===== src/rtl/pwmgen_pkg.sv =====
// Purpose: Shared constants and types for the PWM generator control block.
// Assumes: 16-bit registers, one aligned 32-bit APB word per register.
// Notes:   Offsets are byte addresses.
package pwmgen_pkg;

    // ------------------------------------------------------------------
    // Register map
    // ------------------------------------------------------------------
    localparam logic [7:0] OFS_MASTER_DUTY  = 8'h00;
    localparam logic [7:0] OFS_GEN_CTRL     = 8'h04;
    localparam logic [7:0] OFS_LOCAL_DUTY   = 8'h08;
    localparam logic [7:0] OFS_PHASE        = 8'h0c;
    localparam logic [7:0] OFS_DEAD_TIME    = 8'h10;
    localparam logic [7:0] OFS_PRIM_PERIOD  = 8'h14;
    localparam logic [7:0] OFS_STATUS       = 8'h18;

    // ------------------------------------------------------------------
    // Control register fields
    // ------------------------------------------------------------------
    localparam int BIT_FLT_STAT  = 15;
    localparam int BIT_CL_STAT   = 14;
    localparam int BIT_TRG_STAT  = 13;
    localparam int BIT_FLT_IEN   = 12;
    localparam int BIT_CL_IEN    = 11;
    localparam int BIT_TRG_IEN   = 10;
    localparam int BIT_OWN_PER   = 9;
    localparam int BIT_SHR_DUTY  = 8;
    localparam int BIT_DTC_HI    = 7;
    localparam int BIT_DTC_LO    = 6;
    localparam int BIT_XRST      = 1;
    localparam int BIT_IMM_UPD   = 0;

    // Writable masks; all other bits ignore writes and read zero, except control bits 15:13, which read the pending flags.
    localparam logic [15:0] MASK_CTRL_WR = 16'h1fc3;
    localparam logic [15:0] MASK_PHASE   = 16'hfffc;
    localparam logic [15:0] MASK_DEAD    = 16'h3ffc;
    localparam logic [15:0] MASK_PERIOD  = 16'hfff8;
    localparam logic [15:0] MASK_OWN_PER = 16'hfff0;
    localparam logic [15:0] RST_ZERO16   = 16'h0000;
    localparam logic [15:0] ONE16        = 16'h0001;
    localparam logic [31:0] RD_UNMAPPED  = 32'h0000_0000;

    // ------------------------------------------------------------------
    // Types
    // ------------------------------------------------------------------
    typedef enum logic [1:0] {
        PWMGEN_DT_POS = 2'b00,
        PWMGEN_DT_NEG = 2'b01,
        PWMGEN_DT_OFF = 2'b10,
        PWMGEN_DT_RSV = 2'b11
    } pwmgen_dtc_e;

    typedef struct packed {
        logic        hi;
        logic        lo;
    } pwmgen_pair_s;

    typedef struct packed {
        logic        fault;
        logic        climit;
        logic        trigger;
    } pwmgen_evt_s;

endpackage


===== src/rtl/pwmgen_ctrl.sv =====
// Purpose: One PWM generator with its control registers on APB.
// Assumes: Event pins are asynchronous; APB is on CLK_I.
// Notes:   APB answers with PREADY in the access cycle; no wait states.
`timescale 1ns/10ps
module pwmgen_ctrl
    import pwmgen_pkg::*;
(
    // Clock and reset
    input  wire logic         CLK_I,
    input  wire logic         RESETN_I,
    // APB slave
    input  wire logic         PSEL_I,
    input  wire logic         PENABLE_I,
    input  wire logic         PWRITE_I,
    input  wire logic [7:0]   PADDR_I,
    input  wire logic [31:0]  PWDATA_I,
    output logic [31:0]       PRDATA_O,
    output logic              PREADY_O,
    output logic              PSLVERR_O,
    // Event pins
    input  wire logic         FAULT_I,
    input  wire logic         CLIMIT_I,
    input  wire logic         TRIGGER_I,
    // Outputs
    output logic              PWM_H_O,
    output logic              PWM_L_O,
    output logic              IRQ_FAULT_O,
    output logic              IRQ_CLIMIT_O,
    output logic              IRQ_TRIGGER_O
);

    // ------------------------------------------------------------------
    // Registers and bus decode
    // ------------------------------------------------------------------
    logic [15:0] master_duty_q;
    logic [15:0] local_duty_q;
    logic [15:0] ctrl_q;
    logic [15:0] phase_q;
    logic [15:0] dead_q;
    logic [15:0] period_q;
    logic [15:0] active_duty_q;
    logic [15:0] count_q;
    logic [15:0] count_d;
    logic        pend_fault_q;
    logic        pend_climit_q;
    logic        pend_trig_q;
    logic        pwm_raw_q;
    pwmgen_evt_s evt_sync;
    pwmgen_evt_s evt_prev_q;
    pwmgen_pair_s pair;

    wire acc_w      = PSEL_I & PENABLE_I;
    wire wr_w       = acc_w & PWRITE_I;
    wire wr_mdc_w   = wr_w & (PADDR_I == OFS_MASTER_DUTY);
    wire wr_ctrl_w  = wr_w & (PADDR_I == OFS_GEN_CTRL);
    wire wr_ldc_w   = wr_w & (PADDR_I == OFS_LOCAL_DUTY);
    wire wr_phase_w = wr_w & (PADDR_I == OFS_PHASE);
    wire wr_dead_w  = wr_w & (PADDR_I == OFS_DEAD_TIME);
    wire wr_per_w   = wr_w & (PADDR_I == OFS_PRIM_PERIOD);
    wire mapped_w   = (PADDR_I == OFS_MASTER_DUTY) | (PADDR_I == OFS_GEN_CTRL)
                    | (PADDR_I == OFS_LOCAL_DUTY) | (PADDR_I == OFS_PHASE)
                    | (PADDR_I == OFS_DEAD_TIME) | (PADDR_I == OFS_PRIM_PERIOD)
                    | (PADDR_I == OFS_STATUS);

    wire fault_ien_w  = ctrl_q[BIT_FLT_IEN];
    wire climit_ien_w = ctrl_q[BIT_CL_IEN];
    wire trig_ien_w   = ctrl_q[BIT_TRG_IEN];
    wire own_per_w    = ctrl_q[BIT_OWN_PER];
    wire shr_duty_w   = ctrl_q[BIT_SHR_DUTY];
    wire xrst_w       = ctrl_q[BIT_XRST];
    wire imm_upd_w    = ctrl_q[BIT_IMM_UPD];
    wire [1:0] dtc_w  = ctrl_q[BIT_DTC_HI:BIT_DTC_LO];

    // Status bits are live; the stored enables sit in writable positions only.
    wire [15:0] ctrl_rd_w = (ctrl_q & MASK_CTRL_WR)
                          | ({15'h0000, pend_fault_q} << BIT_FLT_STAT)
                          | ({15'h0000, pend_climit_q} << BIT_CL_STAT)
                          | ({15'h0000, pend_trig_q} << BIT_TRG_STAT);

    logic [15:0] rd_w;
    always_comb begin
        case (PADDR_I)
            OFS_MASTER_DUTY: rd_w = master_duty_q;
            OFS_GEN_CTRL:    rd_w = ctrl_rd_w;
            OFS_LOCAL_DUTY:  rd_w = local_duty_q;
            OFS_PHASE:       rd_w = phase_q;
            OFS_DEAD_TIME:   rd_w = dead_q;
            OFS_PRIM_PERIOD: rd_w = period_q;
            OFS_STATUS:      rd_w = count_q;
            default:         rd_w = RST_ZERO16;
        endcase
    end

    always_ff @(posedge CLK_I) begin
        if (!RESETN_I) begin
            master_duty_q <= RST_ZERO16;
            local_duty_q  <= RST_ZERO16;
            ctrl_q        <= RST_ZERO16;
            phase_q       <= RST_ZERO16;
            dead_q        <= RST_ZERO16;
            period_q      <= RST_ZERO16;
        end else begin
            if (wr_mdc_w)   master_duty_q <= PWDATA_I[15:0];
            if (wr_ldc_w)   local_duty_q  <= PWDATA_I[15:0];
            if (wr_ctrl_w)  ctrl_q        <= PWDATA_I[15:0] & MASK_CTRL_WR;
            if (wr_phase_w) phase_q       <= PWDATA_I[15:0] & MASK_PHASE;
            if (wr_dead_w)  dead_q        <= PWDATA_I[15:0] & MASK_DEAD;
            if (wr_per_w)   period_q      <= PWDATA_I[15:0] & MASK_PERIOD;
        end
    end

    // Zero wait states keeps the slave simple; reads are registered.
    always_ff @(posedge CLK_I) begin
        if (!RESETN_I) begin
            PRDATA_O  <= RD_UNMAPPED;
            PREADY_O  <= 1'b0;
            PSLVERR_O <= 1'b0;
        end else begin
            PREADY_O  <= PSEL_I & ~PENABLE_I;
            PSLVERR_O <= PSEL_I & ~PENABLE_I & ~mapped_w;
            PRDATA_O  <= (PSEL_I & ~PENABLE_I) ? {16'h0000, rd_w} : RD_UNMAPPED;
        end
    end

    // ------------------------------------------------------------------
    // Events and pending flags
    // ------------------------------------------------------------------
    pwmgen_sync2 u_sync_fault (
        .clk_i    (CLK_I),
        .resetn_i (RESETN_I),
        .d_i      (FAULT_I),
        .q_o      (evt_sync.fault)
    );
    pwmgen_sync2 u_sync_climit (
        .clk_i    (CLK_I),
        .resetn_i (RESETN_I),
        .d_i      (CLIMIT_I),
        .q_o      (evt_sync.climit)
    );
    pwmgen_sync2 u_sync_trig (
        .clk_i    (CLK_I),
        .resetn_i (RESETN_I),
        .d_i      (TRIGGER_I),
        .q_o      (evt_sync.trigger)
    );

    wire fault_rise_w  = evt_sync.fault & ~evt_prev_q.fault;
    wire climit_rise_w = evt_sync.climit & ~evt_prev_q.climit;
    wire trig_rise_w   = evt_sync.trigger & ~evt_prev_q.trigger;

    // The enable after this write decides; an event with enable low never sets.
    wire fault_en_nx_w  = wr_ctrl_w ? PWDATA_I[BIT_FLT_IEN] : fault_ien_w;
    wire climit_en_nx_w = wr_ctrl_w ? PWDATA_I[BIT_CL_IEN]  : climit_ien_w;
    wire trig_en_nx_w   = wr_ctrl_w ? PWDATA_I[BIT_TRG_IEN] : trig_ien_w;

    always_ff @(posedge CLK_I) begin
        if (!RESETN_I) begin
            evt_prev_q    <= '0;
            pend_fault_q  <= 1'b0;
            pend_climit_q <= 1'b0;
            pend_trig_q   <= 1'b0;
        end else begin
            evt_prev_q    <= evt_sync;
            pend_fault_q  <= fault_en_nx_w & (pend_fault_q | fault_rise_w);
            pend_climit_q <= climit_en_nx_w & (pend_climit_q | climit_rise_w);
            pend_trig_q   <= trig_en_nx_w & (pend_trig_q | trig_rise_w);
        end
    end

    always_ff @(posedge CLK_I) begin
        if (!RESETN_I) begin
            IRQ_FAULT_O   <= 1'b0;
            IRQ_CLIMIT_O  <= 1'b0;
            IRQ_TRIGGER_O <= 1'b0;
        end else begin
            IRQ_FAULT_O   <= pend_fault_q;
            IRQ_CLIMIT_O  <= pend_climit_q;
            IRQ_TRIGGER_O <= pend_trig_q;
        end
    end

    // ------------------------------------------------------------------
    // Time base, duty and output
    // ------------------------------------------------------------------
    wire [15:0] per_sel_w = own_per_w ? (phase_q & MASK_OWN_PER)
                                      : (period_q & MASK_PERIOD);
    wire        ext_rst_w = xrst_w & own_per_w & evt_sync.climit;
    wire        wrap_w    = (count_q >= per_sel_w);
    wire [15:0] duty_sel_w = shr_duty_w ? master_duty_q : local_duty_q;

    assign count_d = (wrap_w | ext_rst_w) ? RST_ZERO16 : count_q + ONE16;

    always_ff @(posedge CLK_I) begin
        if (!RESETN_I) begin
            count_q       <= RST_ZERO16;
            active_duty_q <= RST_ZERO16;
            pwm_raw_q     <= 1'b0;
        end else begin
            count_q <= count_d;
            if (imm_upd_w | wrap_w)
                active_duty_q <= duty_sel_w;
            pwm_raw_q <= (count_q < active_duty_q);
        end
    end

    pwmgen_deadtime u_dead (
        .clk_i    (CLK_I),
        .resetn_i (RESETN_I),
        .mode_i   (dtc_w),
        .dead_i   (dead_q[13:2]),
        .raw_i    (pwm_raw_q),
        .pair_o   (pair)
    );

    always_ff @(posedge CLK_I) begin
        if (!RESETN_I) begin
            PWM_H_O <= 1'b0;
            PWM_L_O <= 1'b0;
        end else begin
            PWM_H_O <= pair.hi;
            PWM_L_O <= pair.lo;
        end
    end
endmodule


===== src/rtl/pwmgen_sync2.sv =====
// Purpose: Two-flop synchroniser for asynchronous event pins.
// Assumes: Inputs are slow levels relative to the clock.
// Notes:   The first stage feeds only the second.
`timescale 1ns/10ps
module pwmgen_sync2 (
    // Clock and reset
    input  wire logic clk_i,
    input  wire logic resetn_i,
    // Data
    input  wire logic d_i,
    output logic      q_o
);
    logic meta_q;

    always_ff @(posedge clk_i) begin
        if (!resetn_i) begin
            meta_q <= 1'b0;
            q_o    <= 1'b0;
        end else begin
            meta_q <= d_i;
            q_o    <= meta_q;
        end
    end
endmodule


===== src/rtl/pwmgen_deadtime.sv =====
// Purpose: Turns one raw PWM level into a complementary pair with dead time.
// Assumes: Dead-time count is in clock cycles.
// Notes:   Negative dead time widens the active output into the gap.
`timescale 1ns/10ps
module pwmgen_deadtime
    import pwmgen_pkg::*;
(
    // Clock and reset
    input  wire logic         clk_i,
    input  wire logic         resetn_i,
    // Control
    input  wire logic [1:0]   mode_i,
    input  wire logic [11:0]  dead_i,
    input  wire logic         raw_i,
    // Outputs
    output pwmgen_pair_s      pair_o
);
    logic        raw_q;
    logic [11:0] cnt_q;
    logic [11:0] cnt_d;
    wire         edge_w = raw_i ^ raw_q;
    wire         gap_w  = (cnt_q != 12'h000);
    // The edge cycle is itself the first dead cycle, so a count of one ends the gap.
    wire         blank_w = (edge_w & (dead_i != 12'h000)) | (cnt_q > 12'h001);

    assign cnt_d = edge_w ? dead_i : (gap_w ? cnt_q - 12'h001 : cnt_q);

    always_ff @(posedge clk_i) begin
        if (!resetn_i) begin
            raw_q  <= 1'b0;
            cnt_q  <= 12'h000;
            pair_o <= '0;
        end else begin
            raw_q <= raw_i;
            cnt_q <= cnt_d;
            case (pwmgen_dtc_e'(mode_i))
                PWMGEN_DT_POS: begin
                    pair_o.hi <= raw_i & ~blank_w;
                    pair_o.lo <= ~raw_i & ~blank_w;
                end
                PWMGEN_DT_NEG: begin
                    pair_o.hi <= raw_i | blank_w;
                    pair_o.lo <= ~raw_i | blank_w;
                end
                PWMGEN_DT_OFF: begin
                    pair_o.hi <= raw_i;
                    pair_o.lo <= ~raw_i;
                end
                default: begin
                    pair_o.hi <= 1'b0;
                    pair_o.lo <= 1'b0;
                end
            endcase
        end
    end
endmodule


===== config.mk =====
export PLATFORM = sky130hd
export DESIGN_NAME = pwmgen_ctrl
export DESIGN_NICKNAME = d
export VERILOG_FILES = /design/src/rtl/pwmgen_pkg.sv /design/src/rtl/pwmgen_ctrl.sv /design/src/rtl/pwmgen_sync2.sv /design/src/rtl/pwmgen_deadtime.sv
export SDC_FILE = /design/constraint.sdc
export NUM_CORES = 1
export LEC_CHECK = 0
export BUFFER_PORTS_ARGS = -buffer_cell sky130_fd_sc_hd__buf_2
export CORE_MARGIN = 8
export CORE_UTILIZATION = 35
export DETAILED_ROUTE_END_ITERATION = 12
export PLACE_DENSITY = 0.55
export SLEW_MARGIN = 30
export SYNTH_ARGS = -nofsm -noshare
export SYNTH_HDL_FRONTEND = slang
export SYNTH_SLANG_ARGS = --single-unit

===== constraint.sdc =====
create_clock -name CLK_I -period 8.98 [get_ports CLK_I]
set_clock_uncertainty 0.05 [all_clocks]
set_input_delay 2.694 -clock CLK_I [delete_from_list [all_inputs] [get_ports CLK_I]]
set_output_delay 2.694 -clock CLK_I [all_outputs]
set_load 0.005 [all_outputs]

== Yosys cells after proc, flatten, opt, wreduce, memory -nomap -nowiden ==
Cells that the tools add are included.

* Bits in registers: 179
* Input bits: 48
* Output and inout port bits: 39
* Logic and storage cells: 110

* $add $sub $neg: 2
* Order comparisons: 3
* Equal/unequal tests: 8
* Multiplexer cells: 9
* Bitwise operators: 47
* Reduce and logical (&&, ||, !) cells: 7

{| class="wikitable"
|+ Operator list
! cell !! count
|-
| case mux 16 bit (7 select lines) || 1
|-
| two-way mux 16 bit || 2
|-
| == test 8 x 5 -> 1 bit (second input constant) || 3
|-
| two-way mux 12 bit || 2
|-
| nonzero test 12 bit || 2
|-
| bitwise AND 1 bit || 21
|-
| adder 16 x 1 -> 16 bit (second input constant) || 1
|-
| == test 8 x 4 -> 1 bit (second input constant) || 2
|-
| greater-or-equal comparator 16 bit || 1
|-
| < comparator 16 bit || 1
|-
| bitwise OR 13 x 16 -> 16 bit || 1
|-
| bitwise OR 16 x 14 -> 16 bit || 1
|-
| bitwise OR 16 x 15 -> 16 bit || 1
|-
| bitwise OR 1 bit || 14
|-
| > comparator 12 x 1 -> 1 bit (second input constant) || 1
|-
| subtractor 12 x 1 -> 12 bit (second input constant) || 1
|-
| == test 8 x 3 -> 1 bit (second input constant) || 1
|-
| zero test 8 bit || 1
|-
| inverter 1 bit || 8
|-
| case mux 2 bit (3 select lines) || 1
|-
| two-way mux 1 bit || 3
|-
| == test 2 x 1 -> 1 bit (second input constant) || 1
|-
| == test 2 bit (second input constant) || 1
|-
| zero test 2 bit || 1
|-
| other kinds (4) || 4
|}

== Depth between registers and ports, before layout ==
* Word-level depth: 9
* Mapped depth: 12
* Gate-level depth less buffers: 7

== By module ==
From an unflattened synthesis, not the netlist that was laid out.

* Cell total of the unflattened synthesis: 873
* Area total of the unflattened synthesis: 8055.2 um2

{| class="wikitable"
|+ By module, submodules not included
! module !! times used !! cells each !! area each (um2) !! seq. area each (um2)
|-
| pwmgen_ctrl || 1 || 750 || 7000.5 || 2842.7
|-
| pwmgen_deadtime || 1 || 111 || 897.1 || 300.3
|-
| pwmgen_sync2 || 3 || 4 || 52.6 || 40.0
|}

== Least setup slack after synthesis ==
Ideal clock, no wire load.

* Kind: input -> register
* Start: in PADDR_I[4]
* End: reg master_duty_q[10]
* Setup time: 0.128 ns
* Arrival: 3.990 ns
* Required time: 8.802 ns
* Setup slack: 4.812 ns
* Stages: 8
* Cell sequence: buf_2 > nor3_2 > nand3_2 > or3_1 > buf_6 > buf_6 > mux2i_1 > nor2_1

* Word-level cells in the longest chain between the ends: 2

{| class="wikitable"
|+ Ends and longest elaborated chain
! item !! line !! RTL
|-
| start, declared || pwmgen_ctrl.sv:15 || <nowiki>input wire logic [7:0] PADDR_I,</nowiki>
|-
| zero test 8 bit || pwmgen_ctrl.sv:54 || <nowiki>wire wr_mdc_w = wr_w & (PADDR_I == OFS_MASTER_DUTY);</nowiki>
|-
| bitwise AND 1 bit || pwmgen_ctrl.sv:54 ||
|-
| end signal, assigned || pwmgen_ctrl.sv:103 || <nowiki>if (wr_mdc_w) master_duty_q <= PWDATA_I[15:0];</nowiki>
|-
| end, declared || pwmgen_ctrl.sv:35 || <nowiki>logic [15:0] master_duty_q;</nowiki>
|}

No other way between the ends.
A chain may end at the register's enable or synchronous reset.

== Worst setup path after layout ==
* Start: in RESETN_I
* End: reg PRDATA_O[2]

* Word-level cells in the longest chain between the ends: 1

{| class="wikitable"
|+ Ends and longest elaborated chain
! item !! line !! RTL
|-
| start, declared || pwmgen_ctrl.sv:10 || <nowiki>input wire logic RESETN_I,</nowiki>
|-
| AND reduction 2 bit (no line) || - ||
|-
| end signal, assigned || pwmgen_ctrl.sv:121 || <nowiki>PRDATA_O <= (PSEL_I & ~PENABLE_I) ? {16'h0000, rd_w} : RD_UNMAPPED;</nowiki>
|-
| end, declared || pwmgen_ctrl.sv:17 || <nowiki>output logic [31:0] PRDATA_O,</nowiki>
|}

No other way between the ends.

==> key figures <==
Logic synthesis
  • Ys Warns: 0
  • Post-synthesis cell count: about 840
  • Synth Flop Type: dfxtp_1
  • Synth unique cells: between 60 and 70
  • Register area share after synthesis: 0.410
  • #FFs+latches synth: approximately 160
  • FFs w/ async S/R, synth: 0
  • Mapped Area: around 8000 um^2
  • Post-synth EDFFs: 0
  • Mean Syn Cell Area: ~9.5 um^2

Drt
  • Vias per inst: approximately 5.2
  • DRT Wirelength: 21.5 mm
  • Via Count: a little over 6,000
  • Post-DR wirelength/cell: roughly 18 um
  • DRT iter0 DRCs: 538
  • Post-route antenna net violation count: 0
  • DRC errors left: 0
  • TritonRoute pass-1 iters: 5

CTS
  • Resized cells post-CTS: 0
  • Worst skew pair latency: 0.43 ns
  • Root Buffer: clkbuf_16
  • Buffer depth of the longest clock path: 2
  • # hold bufs at CTS: 0
  • H-tree Lvls: 4
  • Clock Sink Count: approximately 160
  • CTS tree: built
  • Number of CTS-inserted buffers: 17
  • Clock slew seen by the registers of the worst setup and hold paths: 0.07 ns
  • Post CTS Setup Buffer Count: 0

Finish
  • Fillers: approximately 2,300
  • Share of cells above drive strength 1: 0.144
  • Seq. cell area: roughly 3300 um^2
  • Area Growth Syn to Fin: 12.5%
  • Final net count: between 900 and 1,000
  • Area of the multi-input gates: about 4300 um^2
  • Commonest cells after routing, fill and taps aside: dfxtp_1, nor2_1, mux2i_1
  • Diodes inserted: 0
  • Commonest non-fill, non-tap cell in the layout: dfxtp_1
  • Layout Utilization: 0.398

Global route
  • Vias in the first global route: slightly below 6,000
  • Gr usage total: 0.155
  • Initial antenna violation count: 0
  • First-pass GRT wire length: 34.0 mm
  • Largest net degree at the start of global routing: 56
  • Total congestion overflow: 0

Worst setup path
  • Critical R2R Capture: active_duty_q[4]
  • Reg2Reg Depth: 7
  • Worst Path Required: between 9 and 10 ns
  • R2R setup slack: approximately 5.5 ns
  • Critical path startpoint category: input port
  • R2R Path Start: ctrl_q[9]
  • Crit end category: register
  • CP Class: in -> reg
  • Crit path DAT: approximately 5.3 ns
  • Crit-path max FO: 50

Floorplanning
  • FP Rows: 55
  • Die height: approximately 170 um
  • Die width: 167 um
  • Core Region: 22,500 um^2
  • IO Count: between 80 and 90
  • Starting density of the core: 0.354
  • Die Area: between 20,000 and 30,000 um^2

Flow run
  • Max-cap violations: 0

Pwr
  • Pwr Density: roughly 200 nW/um^2
  • Final Power: 0.00178 W
  • Leak pwr: 3.33 nW
  • Peak supply drop: between 100 and 150 uV

Min path
  • WHS Path Cells: 1
  • Hold path startpoint: u_dead.pair_o[0]
  • HP Class: reg -> reg
  • Hold EP: PWM_L_O

Timing
  • Max-slew violations: 0
  • Hold slack: 0.384 ns
  • Setup-failing EPs final: 0
  • Worst slew pin tran: 0.913 ns
  • Fin worst setup slack: 3.95 ns
  • Slew HR: 0.390
  • Fmax: 199 MHz
  • Final Hold Viols: 0
  • Setup TNS: 0 ns
  • RSZ-0062 raised after global routing: no
  • Tcrit/Tclk final: 0.560
  • Minimum clock period: approximately 5 ns

Placement
  • Port Buffers: between 50 and 60
  • Post-DP HPWL: ~15 mm
  • Pre-CTS setup slack: between 3 and 4 ns
  • GPL Wtd Cong: 0.798

Run status
  • Status: finished clean
## metrics by stage
| step | instances | instance area (um^2) |
|---|---|---|
| after floorplan | 853 | 8020 |
| after global placement | 1138 | 8340 |
| after detailed placement | 1138 | 8350 |
| after CTS | 1170 | 8960 |
| after global routing | 1170 | 8960 |
| final | 1170 | 8960 |
## routing by layer
layer	wire [um]	global-route usage
met1	10400	0.209
met2	9720	0.240
met3	831	0.0317
met4	608	0.0599
met5	0	0
## kinds of logic (layout without fill, tap and decap cells)
logic type,Yosys count,after routing,synth area share
AOI/OAI and AO/OA,112,112,0.104
xor gates and xnor gates,22,22,0.0242
adders and majority gates,33,33,0.0519
buffers and inverters,92,124,0.0602
DFF,163,163,0.410
muxes,136,136,0.180
other,1,16,0.000471
and+or+nand+nor,279,279,0.170
## power breakdown
part	switching [W]	internal, W
clock network	0.000349	0.000403
logic	0.000147	0.000100
registers	0.0000294	0.000754
total	0.000525	0.00126
## worst max-delay path, stage by stage
cell	delay [ns]
buf_2	0.36
clkinv_2	0.70
nor3b_1	0.55
nand4_1	0.63
a21oi_1	0.35
## synth_stat cells, types with 3 or more instances
cell type | instances | area (um^2)
a211oi_1 | 9 | 67.6
a211oi_2 | 10 | 125
a21o_1 | 4 | 30.0
a21oi_1 | 22 | 110
a222oi_1 | 4 | 40.0
a22o_1 | 4 | 35.0
a22oi_1 | 10 | 75.1
a31oi_1 | 5 | 31.3
and2_1 | 17 | 106
and3_1 | 5 | 31.3
buf_1 | 3 | 11.3
buf_2 | 8 | 40.0
buf_4 | 20 | 150
buf_6 | 5 | 56.3
clkbuf_1 | 25 | 93.8
dfxtp_1 | 163 | 3260
ha_1 | 33 | 413
inv_1 | 30 | 113
mux2_2 | 5 | 56.3
mux2i_1 | 126 | 1260
mux4_2 | 5 | 113
nand2_1 | 32 | 120
nand2b_1 | 3 | 18.8
nand3_1 | 14 | 70.1
nand4_1 | 12 | 75.1
nand4b_1 | 3 | 26.3
nor2_1 | 128 | 480
nor2b_1 | 6 | 37.5
nor3_1 | 28 | 140
nor3_2 | 3 | 30.0
nor4_1 | 6 | 37.5
o21ai_0 | 19 | 95.1
o22a_1 | 5 | 43.8
o22ai_1 | 3 | 18.8
o2bb2ai_1 | 5 | 43.8
or3_1 | 5 | 31.3
xnor2_1 | 9 | 78.8
xor2_1 | 13 | 114
## worst max-delay path by stage
| stage | slack, ns | start | end | cells past startpoint |
|---|---|---|---|---|
| floorplan | 4.81 | PADDR_I[4] | master_duty_q[10] | 8 |
| global placement | 3.44 | RESETN_I | PRDATA_O[2] | 5 |
| detailed placement | 3.39 | RESETN_I | PRDATA_O[2] | 5 |
| CTS | 3.90 | RESETN_I | PRDATA_O[2] | 5 |
| global route | 3.55 | RESETN_I | PRDATA_O[2] | 5 |
| finish | 3.95 | RESETN_I | PRDATA_O[2] | 5 |
## layout make-up
cell class	instances	area share
clock inverter	15	0.0207
inverter	30	0.0127
timing repair buffer	62	0.0369
clock buffer	17	0.0475
tap	285	0.0398
multi-input combinational	598	0.478
sequential	163	0.364
## sequential cells by signal, indices dropped and copies added (netlist names), 2 cells and up
signal and cells:
ctrl_q 9, master_duty_q 16, u_dead.cnt_q 12, local_duty_q 16, u_dead.pair_o 2, phase_q 14, dead_q 12, active_duty_q 16
count_q 16, period_q 13, PRDATA_O 16, evt_prev_q 3
Note: power is estimated with default switching activity, not from simulation.
